--- config.mk ---
export PLATFORM = sky130hd
export DESIGN_NAME = iap_flash_ctrl
export DESIGN_NICKNAME = d
export VERILOG_FILES = /design/src/shared/iap_flash_pkg.sv /design/src/hw/unlock_window_timer.sv /design/src/hw/page_addr_counter.sv /design/src/hw/iap_flash_ctrl.sv
export SDC_FILE = /design/constraint.sdc
export NUM_CORES = 1
export LEC_CHECK = 0
export ABC_CLOCK_PERIOD_IN_PS = 2100
export BUFFER_PORTS_ARGS = -buffer_cell sky130_fd_sc_hd__buf_2
export CAP_MARGIN = 20
export CORE_ASPECT_RATIO = 0.8
export CORE_MARGIN = 2
export CORE_UTILIZATION = 45
export DETAILED_ROUTE_END_ITERATION = 7
export PLACE_DENSITY = 0.67
export SLEW_MARGIN = 0
export SYNTH_ARGS = -nofsm -noshare
export SYNTH_HDL_FRONTEND = slang
export SYNTH_SLANG_ARGS = --single-unit
--- constraint.sdc ---
create_clock -name clk_sys -period 2.1 [get_ports clk_sys]
set_input_delay 0.21 -clock clk_sys [delete_from_list [all_inputs] [get_ports clk_sys]]
set_output_delay 0.21 -clock clk_sys [all_outputs]
set_load 0.005 [all_outputs]
--- src/shared/iap_flash_pkg.sv ---
// constants, register map and mode codes of the flash control block
package iap_flash_pkg;

    // register byte offsets on the bus
    localparam logic [7:0] OFF_ADDR_LOW    = 8'h00;
    localparam logic [7:0] OFF_ADDR_HIGH   = 8'h04;
    localparam logic [7:0] OFF_FIRST_LOW   = 8'h08;
    localparam logic [7:0] OFF_FIRST_HIGH  = 8'h0C;
    localparam logic [7:0] OFF_SECOND_LOW  = 8'h10;
    localparam logic [7:0] OFF_SECOND_HIGH = 8'h14;
    localparam logic [7:0] OFF_THIRD_LOW   = 8'h18;
    localparam logic [7:0] OFF_THIRD_HIGH  = 8'h1C;
    localparam logic [7:0] OFF_FOURTH_LOW  = 8'h20;
    localparam logic [7:0] OFF_FOURTH_HIGH = 8'h24;
    localparam logic [7:0] OFF_OP_CONTROL  = 8'h28;
    localparam logic [7:0] OFF_CHIP_RESET  = 8'h2C;
    localparam logic [7:0] OFF_BUF_CLEAR   = 8'h30;

    // flash_op_control field positions, then the buffer clear register bit
    localparam int BIT_ENABLED   = 7;
    localparam int BIT_MODE_HI   = 6;
    localparam int BIT_MODE_LO   = 4;
    localparam int BIT_TRIGGER   = 3;
    localparam int BIT_WRITE_INI = 2;
    localparam int BIT_READ_EN   = 1;
    localparam int BIT_READ_GO   = 0;
    localparam int BIT_BUF_CLEAR = 0;

    localparam logic [7:0]  BYTE_RESET = 8'h00;
    localparam logic [31:0] WORD_ZERO  = 32'h0000_0000;

    typedef enum logic [2:0] {
        MODE_WRITE  = 3'b000,
        MODE_ERASE  = 3'b001,
        MODE_READ   = 3'b011,
        MODE_UNLOCK = 3'b110
    } op_mode_t;

    typedef enum logic {
        ST_IDLE = 1'b0,
        ST_BUSY = 1'b1
    } op_state_t;

    // unlock pattern, data registers low then high
    localparam logic [7:0] KEY_SECOND_LOW  = 8'h00;
    localparam logic [7:0] KEY_THIRD_LOW   = 8'h0D;
    localparam logic [7:0] KEY_FOURTH_LOW  = 8'hC3;
    localparam logic [7:0] KEY_SECOND_HIGH = 8'h04;
    localparam logic [7:0] KEY_THIRD_HIGH  = 8'h09;
    localparam logic [7:0] KEY_FOURTH_HIGH = 8'h40;
    localparam logic [7:0] CHIP_RESET_KEY  = 8'h55;

    localparam logic [4:0] PAGE_LAST_WORD = 5'h1F;

    // unlock window, longest time so rounded down
    localparam int CLK_PERIOD_NS    = 10;
    localparam int UNLOCK_WINDOW_NS = 20000;
    localparam int UNLOCK_CYCLES    = UNLOCK_WINDOW_NS / CLK_PERIOD_NS;

    function automatic logic [7:0] regHit(input logic [7:0] a);
        return a;
    endfunction

endpackage

--- src/hw/unlock_window_timer.sv ---
// timer that bounds the erase/write unlock window
`timescale 1ns/1ps
module unlock_window_timer #(
    parameter int unsigned CYCLES = 2000
) (
    // clock and reset
    input  wire logic clk_sys,
    input  wire logic reset,
    // control
    input  wire logic start,
    output logic      running,
    output logic      expire
);
    localparam int CW = $clog2(CYCLES + 1);
    localparam logic [CW-1:0] LOAD = CW'(CYCLES - 1);
    localparam logic [CW-1:0] ZERO = '0;

    logic [CW-1:0] count_reg;

    assign expire = running && (count_reg == ZERO);

    always_ff @(posedge clk_sys) begin
        if (reset) begin
            running   <= 1'b0;
            count_reg <= ZERO;
        end else if (start && !running) begin
            running   <= 1'b1;
            count_reg <= LOAD;
        end else if (expire) begin
            running <= 1'b0;
        end else if (running) begin
            count_reg <= count_reg - CW'(1);
        end
    end
endmodule

--- src/hw/page_addr_counter.sv ---
// flash address pair with page-bounded auto increment
`timescale 1ns/1ps
module page_addr_counter #(
    parameter int AW = 13
) (
    // clock and reset
    input  wire logic          clk_sys,
    input  wire logic          reset,
    // software writes
    input  wire logic          wrLow,
    input  wire logic          wrHigh,
    input  wire logic [7:0]    wrData,
    // word loaded into buffer
    input  wire logic          incr,
    output logic      [AW-1:0] addr
);
    always_ff @(posedge clk_sys) begin
        if (reset) begin
            addr <= '0;
        end else if (wrLow) begin
            addr[7:0] <= wrData;
        end else if (wrHigh) begin
            addr[AW-1:8] <= wrData[AW-9:0];
        // stop on the last word so a page is never crossed
        end else if (incr && addr[4:0] != iap_flash_pkg::PAGE_LAST_WORD) begin
            addr <= addr + AW'(1);
        end
    end
endmodule

--- src/hw/iap_flash_ctrl.sv ---
// flash programming control registers with apb access
`timescale 1ns/1ps
module iap_flash_ctrl #(
    parameter int unsigned UNLOCK_CYCLES = iap_flash_pkg::UNLOCK_CYCLES,
    parameter int          AW            = 13
) (
    // clock and reset
    input  wire logic          clk_sys,
    input  wire logic          reset,
    // apb slave
    input  wire logic          psel,
    input  wire logic          penable,
    input  wire logic          pwrite,
    input  wire logic [7:0]    paddr,
    input  wire logic [31:0]   pwdata,
    output logic      [31:0]   prdata,
    output logic               pready,
    output logic               pslverr,
    // flash array
    output logic               flashStart,
    output logic      [2:0]    flashMode,
    output logic      [AW-1:0] flashAddr,
    input  wire logic          flashDone,
    input  wire logic [15:0]   flashRdData,
    // write buffer
    output logic               bufLoad,
    output logic      [15:0]   bufData,
    output logic               bufClear,
    // system
    output logic               cpuStall,
    output logic               chipReset,
    output logic               eraseWriteEnabled
);
    ////////////////////////////////////////////////////////////////////
    logic [7:0] firstWordLow_reg;
    logic [7:0] firstWordHigh_reg;
    logic [7:0] secondWordLow_reg;
    logic [7:0] secondWordHigh_reg;
    logic [7:0] thirdWordLow_reg;
    logic [7:0] thirdWordHigh_reg;
    logic [7:0] fourthWordLow_reg;
    logic [7:0] fourthWordHigh_reg;
    logic [7:0] chipResetPattern_reg;
    logic [2:0] mode_reg;
    logic       readEnable_reg;
    logic       unlockTrigger_reg;
    logic       writeInitiate_reg;
    logic       readStart_reg;
    logic       bufClearStart_reg;
    iap_flash_pkg::op_state_t state_reg;
    logic [7:0] rdByte;
    logic       mapped;
    logic       access;
    logic       wrAcc;
    logic       timerRun;
    logic       timerExpire;
    logic       unlockHit;
    logic       startWrite;
    logic       startRead;
    logic       opDone;
    logic [2:0] newMode;

    ////////////////////////////////////////////////////////////////////
    // bus decode; one wait state so read data comes from a flop
    assign access  = psel && penable && !pready;
    assign wrAcc   = psel && penable && pready && pwrite;
    assign newMode = pwdata[iap_flash_pkg::BIT_MODE_HI:
                            iap_flash_pkg::BIT_MODE_LO];

    function automatic logic wrTo(input logic [7:0] off);
        return wrAcc && (paddr == off);
    endfunction

    always_comb begin
        mapped = 1'b1;
        case (paddr)
            iap_flash_pkg::OFF_ADDR_LOW:    rdByte = flashAddr[7:0];
            iap_flash_pkg::OFF_ADDR_HIGH:
                rdByte = 8'(flashAddr[AW-1:8]);
            iap_flash_pkg::OFF_FIRST_LOW:   rdByte = firstWordLow_reg;
            iap_flash_pkg::OFF_FIRST_HIGH:  rdByte = firstWordHigh_reg;
            iap_flash_pkg::OFF_SECOND_LOW:  rdByte = secondWordLow_reg;
            iap_flash_pkg::OFF_SECOND_HIGH: rdByte = secondWordHigh_reg;
            iap_flash_pkg::OFF_THIRD_LOW:   rdByte = thirdWordLow_reg;
            iap_flash_pkg::OFF_THIRD_HIGH:  rdByte = thirdWordHigh_reg;
            iap_flash_pkg::OFF_FOURTH_LOW:  rdByte = fourthWordLow_reg;
            iap_flash_pkg::OFF_FOURTH_HIGH: rdByte = fourthWordHigh_reg;
            iap_flash_pkg::OFF_OP_CONTROL:
                rdByte = {eraseWriteEnabled, mode_reg, unlockTrigger_reg,
                          writeInitiate_reg, readEnable_reg, readStart_reg};
            iap_flash_pkg::OFF_CHIP_RESET:  rdByte = chipResetPattern_reg;
            iap_flash_pkg::OFF_BUF_CLEAR:   rdByte = {7'h00,
                                                      bufClearStart_reg};
            default: begin
                rdByte = iap_flash_pkg::BYTE_RESET;
                mapped = 1'b0;
            end
        endcase
    end

    always_ff @(posedge clk_sys) begin
        if (reset) begin
            pready  <= 1'b0;
            pslverr <= 1'b0;
            prdata  <= iap_flash_pkg::WORD_ZERO;
        end else begin
            pready  <= access;
            pslverr <= access && !mapped;
            if (access && !pwrite) begin
                prdata <= {24'h00_0000, rdByte};
            end
        end
    end

    ////////////////////////////////////////////////////////////////////
    // data pairs
    always_ff @(posedge clk_sys) begin
        if (reset) begin
            secondWordLow_reg  <= iap_flash_pkg::BYTE_RESET;
            secondWordHigh_reg <= iap_flash_pkg::BYTE_RESET;
            thirdWordLow_reg   <= iap_flash_pkg::BYTE_RESET;
            thirdWordHigh_reg  <= iap_flash_pkg::BYTE_RESET;
            fourthWordLow_reg  <= iap_flash_pkg::BYTE_RESET;
            fourthWordHigh_reg <= iap_flash_pkg::BYTE_RESET;
            chipResetPattern_reg <= iap_flash_pkg::BYTE_RESET;
        end else begin
            if (wrTo(iap_flash_pkg::OFF_SECOND_LOW))
                secondWordLow_reg <= pwdata[7:0];
            if (wrTo(iap_flash_pkg::OFF_SECOND_HIGH))
                secondWordHigh_reg <= pwdata[7:0];
            if (wrTo(iap_flash_pkg::OFF_THIRD_LOW))
                thirdWordLow_reg <= pwdata[7:0];
            if (wrTo(iap_flash_pkg::OFF_THIRD_HIGH))
                thirdWordHigh_reg <= pwdata[7:0];
            if (wrTo(iap_flash_pkg::OFF_FOURTH_LOW))
                fourthWordLow_reg <= pwdata[7:0];
            if (wrTo(iap_flash_pkg::OFF_FOURTH_HIGH))
                fourthWordHigh_reg <= pwdata[7:0];
            if (wrTo(iap_flash_pkg::OFF_CHIP_RESET))
                chipResetPattern_reg <= pwdata[7:0];
        end
    end

    // first word pair; a finished read lands here
    always_ff @(posedge clk_sys) begin
        if (reset) begin
            firstWordLow_reg  <= iap_flash_pkg::BYTE_RESET;
            firstWordHigh_reg <= iap_flash_pkg::BYTE_RESET;
        end else if (opDone && readStart_reg) begin
            {firstWordHigh_reg, firstWordLow_reg} <= flashRdData;
        end else begin
            if (wrTo(iap_flash_pkg::OFF_FIRST_LOW))
                firstWordLow_reg <= pwdata[7:0];
            if (wrTo(iap_flash_pkg::OFF_FIRST_HIGH))
                firstWordHigh_reg <= pwdata[7:0];
        end
    end

    ////////////////////////////////////////////////////////////////////
    // unlock procedure
    unlock_window_timer #(
        .CYCLES (UNLOCK_CYCLES)
    ) u_timer (
        .clk_sys (clk_sys),
        .reset   (reset),
        .start   (unlockTrigger_reg),
        .running (timerRun),
        .expire  (timerExpire)
    );

    // pattern checked only while the window is open
    assign unlockHit = timerRun && !eraseWriteEnabled
        && secondWordLow_reg  == iap_flash_pkg::KEY_SECOND_LOW
        && thirdWordLow_reg   == iap_flash_pkg::KEY_THIRD_LOW
        && fourthWordLow_reg  == iap_flash_pkg::KEY_FOURTH_LOW
        && secondWordHigh_reg == iap_flash_pkg::KEY_SECOND_HIGH
        && thirdWordHigh_reg  == iap_flash_pkg::KEY_THIRD_HIGH
        && fourthWordHigh_reg == iap_flash_pkg::KEY_FOURTH_HIGH;

    // hardware set wins over a software clear
    always_ff @(posedge clk_sys) begin
        if (reset) begin
            eraseWriteEnabled <= 1'b0;
        end else if (unlockHit) begin
            eraseWriteEnabled <= 1'b1;
        end else if (wrTo(iap_flash_pkg::OFF_OP_CONTROL)
                     && !pwdata[iap_flash_pkg::BIT_ENABLED]) begin
            eraseWriteEnabled <= 1'b0;
        end
    end

    // trigger only in unlock mode, dropped at timeout
    always_ff @(posedge clk_sys) begin
        if (reset) begin
            unlockTrigger_reg <= 1'b0;
        end else if (timerExpire) begin
            unlockTrigger_reg <= 1'b0;
        end else if (wrTo(iap_flash_pkg::OFF_OP_CONTROL)
                     && pwdata[iap_flash_pkg::BIT_TRIGGER]
                     && newMode == iap_flash_pkg::MODE_UNLOCK) begin
            unlockTrigger_reg <= 1'b1;
        end
    end

    ////////////////////////////////////////////////////////////////////
    // operation start; a refused start leaves its bit low
    assign opDone = (state_reg == iap_flash_pkg::ST_BUSY) && flashDone;
    // only write and erase codes start a write process
    assign startWrite = wrTo(iap_flash_pkg::OFF_OP_CONTROL)
        && pwdata[iap_flash_pkg::BIT_WRITE_INI] && eraseWriteEnabled
        && state_reg == iap_flash_pkg::ST_IDLE
        && (newMode == iap_flash_pkg::MODE_WRITE
            || newMode == iap_flash_pkg::MODE_ERASE);
    // read gated by the stored read enable
    assign startRead = wrTo(iap_flash_pkg::OFF_OP_CONTROL)
        && pwdata[iap_flash_pkg::BIT_READ_GO] && readEnable_reg
        && state_reg == iap_flash_pkg::ST_IDLE
        && newMode == iap_flash_pkg::MODE_READ;

    always_ff @(posedge clk_sys) begin
        if (reset) begin
            mode_reg       <= iap_flash_pkg::MODE_WRITE;
            readEnable_reg <= 1'b0;
        end else if (wrTo(iap_flash_pkg::OFF_OP_CONTROL)) begin
            mode_reg       <= newMode;
            readEnable_reg <= pwdata[iap_flash_pkg::BIT_READ_EN];
        end
    end

    // start bits fall with the array done
    always_ff @(posedge clk_sys) begin
        if (reset) begin
            state_reg         <= iap_flash_pkg::ST_IDLE;
            writeInitiate_reg <= 1'b0;
            readStart_reg     <= 1'b0;
            cpuStall          <= 1'b0;
        end else begin
            case (state_reg)
                iap_flash_pkg::ST_IDLE: begin
                    if (startWrite || startRead) begin
                        state_reg         <= iap_flash_pkg::ST_BUSY;
                        writeInitiate_reg <= startWrite;
                        readStart_reg     <= startRead;
                        cpuStall          <= 1'b1;
                    end
                end
                iap_flash_pkg::ST_BUSY: begin
                    if (flashDone) begin
                        state_reg         <= iap_flash_pkg::ST_IDLE;
                        writeInitiate_reg <= 1'b0;
                        readStart_reg     <= 1'b0;
                        cpuStall          <= 1'b0;
                    end
                end
                default: state_reg <= iap_flash_pkg::ST_IDLE;
            endcase
        end
    end

    always_ff @(posedge clk_sys) begin
        if (reset) begin
            flashStart <= 1'b0;
            flashMode  <= iap_flash_pkg::MODE_WRITE;
        end else begin
            flashStart <= startWrite || startRead;
            if (startWrite || startRead)
                flashMode <= newMode;
        end
    end

    ////////////////////////////////////////////////////////////////////
    // buffer clear takes one cycle at the buffer
    always_ff @(posedge clk_sys) begin
        if (reset) begin
            bufClearStart_reg <= 1'b0;
            bufClear          <= 1'b0;
        end else begin
            bufClearStart_reg <= !bufClearStart_reg
                && wrTo(iap_flash_pkg::OFF_BUF_CLEAR)
                && pwdata[iap_flash_pkg::BIT_BUF_CLEAR];
            // buffer wiped after a write; an erase leaves it intact
            bufClear <= bufClearStart_reg || (opDone && writeInitiate_reg
                && flashMode == iap_flash_pkg::MODE_WRITE);
        end
    end

    always_ff @(posedge clk_sys) begin
        if (reset)
            chipReset <= 1'b0;
        else
            chipReset <= wrTo(iap_flash_pkg::OFF_CHIP_RESET)
                && pwdata[7:0] == iap_flash_pkg::CHIP_RESET_KEY;
    end

    // first high write loads the buffer word while erase/write is enabled
    always_ff @(posedge clk_sys) begin
        if (reset) begin
            bufLoad <= 1'b0;
            bufData <= 16'h0000;
        end else begin
            bufLoad <= wrTo(iap_flash_pkg::OFF_FIRST_HIGH)
                && eraseWriteEnabled;
            if (wrTo(iap_flash_pkg::OFF_FIRST_HIGH))
                bufData <= {pwdata[7:0], firstWordLow_reg};
        end
    end

    // bounded increment lives in the counter
    page_addr_counter #(
        .AW (AW)
    ) u_addr (
        .clk_sys (clk_sys),
        .reset   (reset),
        .wrLow   (wrTo(iap_flash_pkg::OFF_ADDR_LOW)),
        .wrHigh  (wrTo(iap_flash_pkg::OFF_ADDR_HIGH)),
        .wrData  (pwdata[7:0]),
        .incr    (bufLoad),
        .addr    (flashAddr)
    );
endmodule

After elaboration in Yosys (flattened, before gate mapping)
Index checks and enable logic that the tools add are counted.
Widths: inputs -> output; s select.
{"block": "totals", "register_bits": 141, "inputBits": 62, "output_inout_bits": 72, "wordCells": 168}
{"block": "op_classes", "addsub": 2, "n_eq_ne": 26, "mux": 27, "bitwise": 3, "n_reduce_logical": 78}
{"cell": "$pmux 8 s13", "n": 1}
{"cell": "$logic_and 1x1->1", "n": 48}
{"cell": "$mux 8", "n": 6}
{"cell": "$eq 8x6->1 const B", "n": 5}
{"cell": "$mux 11", "n": 3}
{"cell": "$eq 8x4->1 const B", "n": 4}
{"cell": "$eq 8x5->1 const B", "n": 4}
{"cell": "$eq 8x3->1 const B", "n": 2}
{"cell": "$eq 8x7->1 const B", "n": 2}
{"cell": "$logic_not 8->1", "n": 2}
{"cell": "$reduce_bool 2->1", "n": 7}
{"cell": "$add 13x1->13 const B", "n": 1}
{"cell": "$mux 13", "n": 1}
{"cell": "$reduce_or 13->1", "n": 1}
{"cell": "$logic_not 11->1", "n": 1}
{"cell": "$mux 1", "n": 11}
{"cell": "$sub 11x1->11 const B", "n": 1}
{"cell": "$reduce_and 2->1", "n": 5}
{"cell": "$eq 8x8->1 const B", "n": 1}
{"cell": "$pmux 1 s2", "n": 4}
{"cell": "$logic_not 1->1", "n": 7}
{"cell": "$logic_not 3->1", "n": 2}
{"cell": "$ne 2x1->1 const B", "n": 3}
{"cell": "$mux 5", "n": 1}
{"cell": "8 further kinds", "n": 13}

Longest topological paths before layout
{"block": "depth", "depth_word": 11, "depth_mapped": 8, "mapped_depth_nobuf": 8}

By module
From an unflattened synthesis, not the netlist that was laid out.
{"block": "unflattened", "cells_unflattened": 814, "hier_area_um2": 7099.3}
{"module": "iap_flash_ctrl", "n_inst": 1, "cells_per_inst": 644, "area_per_inst_um2": 5647.9, "seq_area_each_um2": 2322.2}
{"module": "page_addr_counter", "n_inst": 1, "cells_per_inst": 102, "area_per_inst_um2": 877.1, "seq_area_each_um2": 260.2}
{"module": "unlock_window_timer", "n_inst": 1, "cells_per_inst": 68, "area_per_inst_um2": 574.3, "seq_area_each_um2": 240.2}

Worst setup path after synthesis
OpenSTA, ideal clock, no wires.
{"block": "synth_timing", "path_type": "reg2reg", "from": "register u_addr.addr[0]", "to": "register u_addr.addr[2]", "setup_time_ns": 0.086, "t_arrival_ns": 1.940, "required_ns": 2.014, "path_slack_ns": 0.074, "stages_incl_launch_ff": 9, "path_buffers": 0, "synth_period_minus_slack_ns": 2.026, "path_cell_list": "dfxtp_1 -> ha_1 -> and3_1 -> ha_1 -> nand2b_1 -> a31oi_1 -> nand2_1 -> xor2_1 -> a211oi_1"}
{"block": "synth_between", "elab_chain_len": 4, "word_cells_on_any_way": 8, "classes_between": "add/sub: 1; eq/ne: 1; mux: 3; reduce/logical: 3"}
{"element": "from (decl)", "line": "page_addr_counter.sv:15", "source": "output logic [AW-1:0] addr"}
{"element": "from (signal assigned)", "line": "page_addr_counter.sv:21", "source": "addr[7:0] <= wrData;"}
{"element": "from (signal, indexed assignment)", "line": "page_addr_counter.sv:23", "source": "addr[AW-1:8] <= wrData[AW-9:0];"}
{"element": "from (signal assigned)", "line": "page_addr_counter.sv:26", "source": "addr <= addr + AW'(1);"}
{"element": "$add 13x1->13 / $ne 5x5->1 (equally long branches)", "line": "page_addr_counter.sv:26, page_addr_counter.sv:25"}
{"element": "$mux 13 / $logic_and 1x1->1 (equally long branches)", "line": "page_addr_counter.sv:25", "source": "end else if (incr && addr[4:0] != iap_flash_pkg::PAGE_LAST_WORD) begin"}
{"element": "$mux 8 / $reduce_bool 2->1 (equally long branches)"}
{"element": "$mux 8 / $reduce_and 2->1 (equally long branches)"}
Parallel ways exist; a longest one is shown, timed or not. The select of a mux whose other input is x is not followed.
A chain may end at the register's enable or synchronous reset.

Worst setup path in the final report
Same ends and word-level chain as after synthesis.

==> metrics.md <==
| Metric | Value |
|---|---|
| H-tree depth | `4` |
| Register-to-register setup slack | `0.11 ns` |
| Top_reg_cell synth | `dfxtp_1` |
| Die Footprint | `16450 um^2` |
| Hold-fix buffers at CTS | `0` |
| Static Leak | `0.003264 uW` |
| RSZ-0062 raised after global routing | `no` |
| Final wirelength | `22.35 mm` |
| Least-Margin Pin Slew | `0.6946 ns` |
| RR Startpoint | `u_addr.addr[0]$_SDFFE_PP0P_` |
| Synth warn | `0` |
| Gr busiest metal | `met2` |
| Vias | `6883` |
| Setup TNS | `0 ns` |
| Initial drt markers | `696` |
| Largest net degree at the start of global routing | `36` |
| Hold Violations, Final | `0` |
| CP Launch Type | `flop` |
| Largest cells by area after synthesis | `dfxtp_1, nand2_1, a21oi_1` |
| Number of max-cap violations | `0` |
| Max IR drop VDD | `0.5705 mV` |
| I/O Pins | `134` |
| Slew Viols, Final | `0` |
| Slew margin rel. | `0.5250` |
| Share of cells above drive strength 1 | `0.2214` |
| Arr. time, crit path | `2.34 ns` |
| Met2 usage | `0.4108` |
| Non-Filler Instances | `1181` |
| Gate Count Post-Synth | `836` |
| Max Fclk | `approximately 0.5 GHz` |
| Syn-to-layout area delta | `22.41%` |
| End of the worst register-to-register path | `u_addr.addr[2]$_SDFFE_PP0P_` |
| Vias per cell | `5.828` |
| Clk slew on worst S/H paths | `about 0.060 ns` |
| Clock Sinks | `141` |
| Critical Path End Type | `flop` |
| WHS Endpoint | `cpuStall$_SDFFE_PP0P_` |
| Clock Skew | `~0.0076 ns` |
| IO buf count | `85` |
| Crit-path max FO | `5` |
| Post-CTS Setup Bufs | `0` |
| Max reg flops | `16` |
| Post-DP HPWL | `16.13 mm` |
| CTS tree | `yes` |
| Drt drc | `0` |
| M1 GR Usage | `0.4025` |
| Worst setup path class | `flop to flop` |
| Post-synthesis sequential area ratio | `0.4063` |
| Die width | `142.9 um` |
| HP Start | `flashDone` |
| Wire length per cell | `18.92 um` |
| Die extent in y | `115.1 um` |
| First-pass GRT wire length | `around 35 mm` |
| Fin crit period | `1.991 ns` |
| Gr ovfl total | `0` |
| Vias in the first global route | `6326` |
| Asr flop ratio synth | `0` |
| Yosys reg bits | `about 140` |
| Initial antenna violation count | `0` |
| First drt pass iteration count | `7` |
| Core box area | `15060 um^2` |
| Count of flip-flops with a built-in enable after synthesis | `0` |
| Cell Count Post-Placement | `between 1000 and 1500` |
| CTS Buffer Depth | `2` |
| CTS Buf Count | `17` |
| Antenna Nets Post-Route | `0` |
| Period Utilization, post-route | `0.9481` |
| N_diodes | `0` |
| Power Density | `714.0 nW/um^2` |
| Mapped cell area | `6947 um^2` |
| Distinct cells, synth | `68` |
| Hold Path Cell Cnt | `2` |
| Worst EP required | `2.45 ns` |
| Worst r2r path cells | `9` |
| Clk Latency, worst-skew pair | `0.43 ns` |
| Starting Density | `0.4611` |
| Top-area cell type share of the netlist area | `0.4063` |
| # setup viols final | `0` |
| Worst hold path class | `input pin to flop` |
| # nets final | `1026` |
| Cell taking the most area after synthesis | `dfxtp_1` |
| Clock root cell | `clkbuf_16` |
| Rows | `40` |
| Outcome | `completed` |
| GRT Total Usage | `0.2776` |
| Mean Syn Cell Area | `8.309 um^2` |
| GRT met3 Usage | `0.06830` |
| GP Congestion | `1.005` |
## kinds of logic after synthesis
family	share of synthesized area
mux	0.08357
compound gates	0.1789
flops	0.4063
other cells	0.0005398
simple gates	0.2459
fa+ha+maj	0.007205
xor+xnor	0.01387
buf+inv	0.06376
## worst max-delay path, cell delays in order (launching register included)
cell and delay, ns:
dfxtp_1 0.31, ha_1 0.21, and3_1 0.18, ha_1 0.21, nand2b_1 0.21, a31oi_1 0.18, buf_4 0.18, nand2_1 0.07
xor2_1 0.14, a211oi_1 0.22
## how the worst max path moves through the flow
stage | start | to | slack [ns] | cells past startpoint
finish | u_addr.addr[0]$_SDFFE_PP0P_ | u_addr.addr[2]$_SDFFE_PP0P_ | 0.11 | 9
global route | u_timer.count_reg[0]$_SDFFE_PP0P_ | u_timer.count_reg[1]$_SDFFE_PP0P_ | 0.02 | 7
CTS | u_addr.addr[0]$_SDFFE_PP0P_ | u_addr.addr[11]$_SDFFE_PP0P_ | 0.09 | 8
detailed placement | paddr[3] | u_addr.addr[5]$_SDFFE_PP0P_ | 0.006 | 6
global placement | paddr[3] | u_addr.addr[7]$_SDFFE_PP0P_ | 0.008 | 6
floorplan | u_addr.addr[0]$_SDFFE_PP0P_ | u_addr.addr[2]$_SDFFE_PP0P_ | 0.07 | 8
## layout by cell type, fill, tap and decap left out, types with 5 or more instances in the layout
master	count
nor2b_1	9
o21ai_0	18
dfxtp_1	141
nand2b_1	5
nor2_1	55
buf_2	84
xnor2_1	6
conb_1	24
a22oi_1	12
nor4_1	15
clkbuf_16	17
buf_4	73
nand3_1	31
nor4b_1	7
a211oi_1	20
mux2_2	8
inv_1	10
a21oi_1	83
xor2_1	5
nand2_1	146
a22o_1	15
mux2i_1	40
nand4_1	11
and3_1	8
nor3_1	19
or3_1	5
a31oi_1	15
## cell type report
cell class	instances	area (um^2)
Inverter	10	37.54
Clock buffer	19	452.9
Fill cell	1409	6561
Sequential cell	141	2823
Multi-Input combinational cell	631	3776
Tap cell	210	262.8
Timing Repair Buffer	159	1008
Clock inverter	11	142.6
## cell usage after synthesis, types with 3 or more instances
master / number
a21oi_1: 83
xor2_1: 5
clkbuf_1: 36
buf_2: 9
nor3_2: 3
a22o_1: 15
o2bb2ai_1: 4
o41ai_1: 3
nand4_1: 11
buf_1: 6
mux2i_1: 40
nor2_1: 55
or4_1: 4
nand3b_1: 3
nor4b_1: 8
nor4_1: 15
and2_1: 3
dfxtp_1: 141
ha_1: 4
buf_4: 24
inv_1: 10
a211o_1: 3
and3_1: 8
o22ai_1: 3
mux2_2: 8
nor2b_1: 10
or3_1: 5
a211oi_1: 20
o21ai_0: 18
nand2b_1: 5
a31oi_1: 15
and4b_1: 3
a22oi_1: 12
xnor2_1: 6
nor3_1: 19
nand3_1: 31
mux4_2: 4
nand2_1: 146
## power breakdown
part / internal [uW] / total, uW / switching, uW / leakage (uW)
Clock: 1910 / 3070 / 1160 / 0.000291
Sequential: 2680 / 2680 / 1.16 / 0.00114
Combinational: 99.1 / 321 / 222 / 0.00184
Total: 4690 / 6070 / 1380 / 0.00326
## routing by layer
| metal | wire [um] | part of all wire |
|---|---|---|
| met1 | 10190 | 0.46 |
| met2 | 9480 | 0.42 |
| met3 | 2316 | 0.10 |
| met4 | 359 | 0.016 |
| met5 | 0 | 0 |
## metrics by stage
step                  util  cell area [um^2]  hold slack (ns)  setup slack, ns  total power (uW)
global route        0.5645              8503          0.02694          0.01821              6233
CTS                 0.5639              8494          0.01786          0.08663              6089
global placement    0.5243              7899           0.4372         0.007943              3045
floorplan                -              7033           0.3056          0.07414              2928
detailed placement  0.5243              7899           0.4407         0.005818              3045
finish              0.5645              8503          0.03195           0.1089              6071
## timing repair
action,4_1_cts,5_1_grt
hold endpoints to repair,0,0
setup endpoints to repair,0,10
gates resized for setup,0,2
Power figures use the tool's default switching activity.
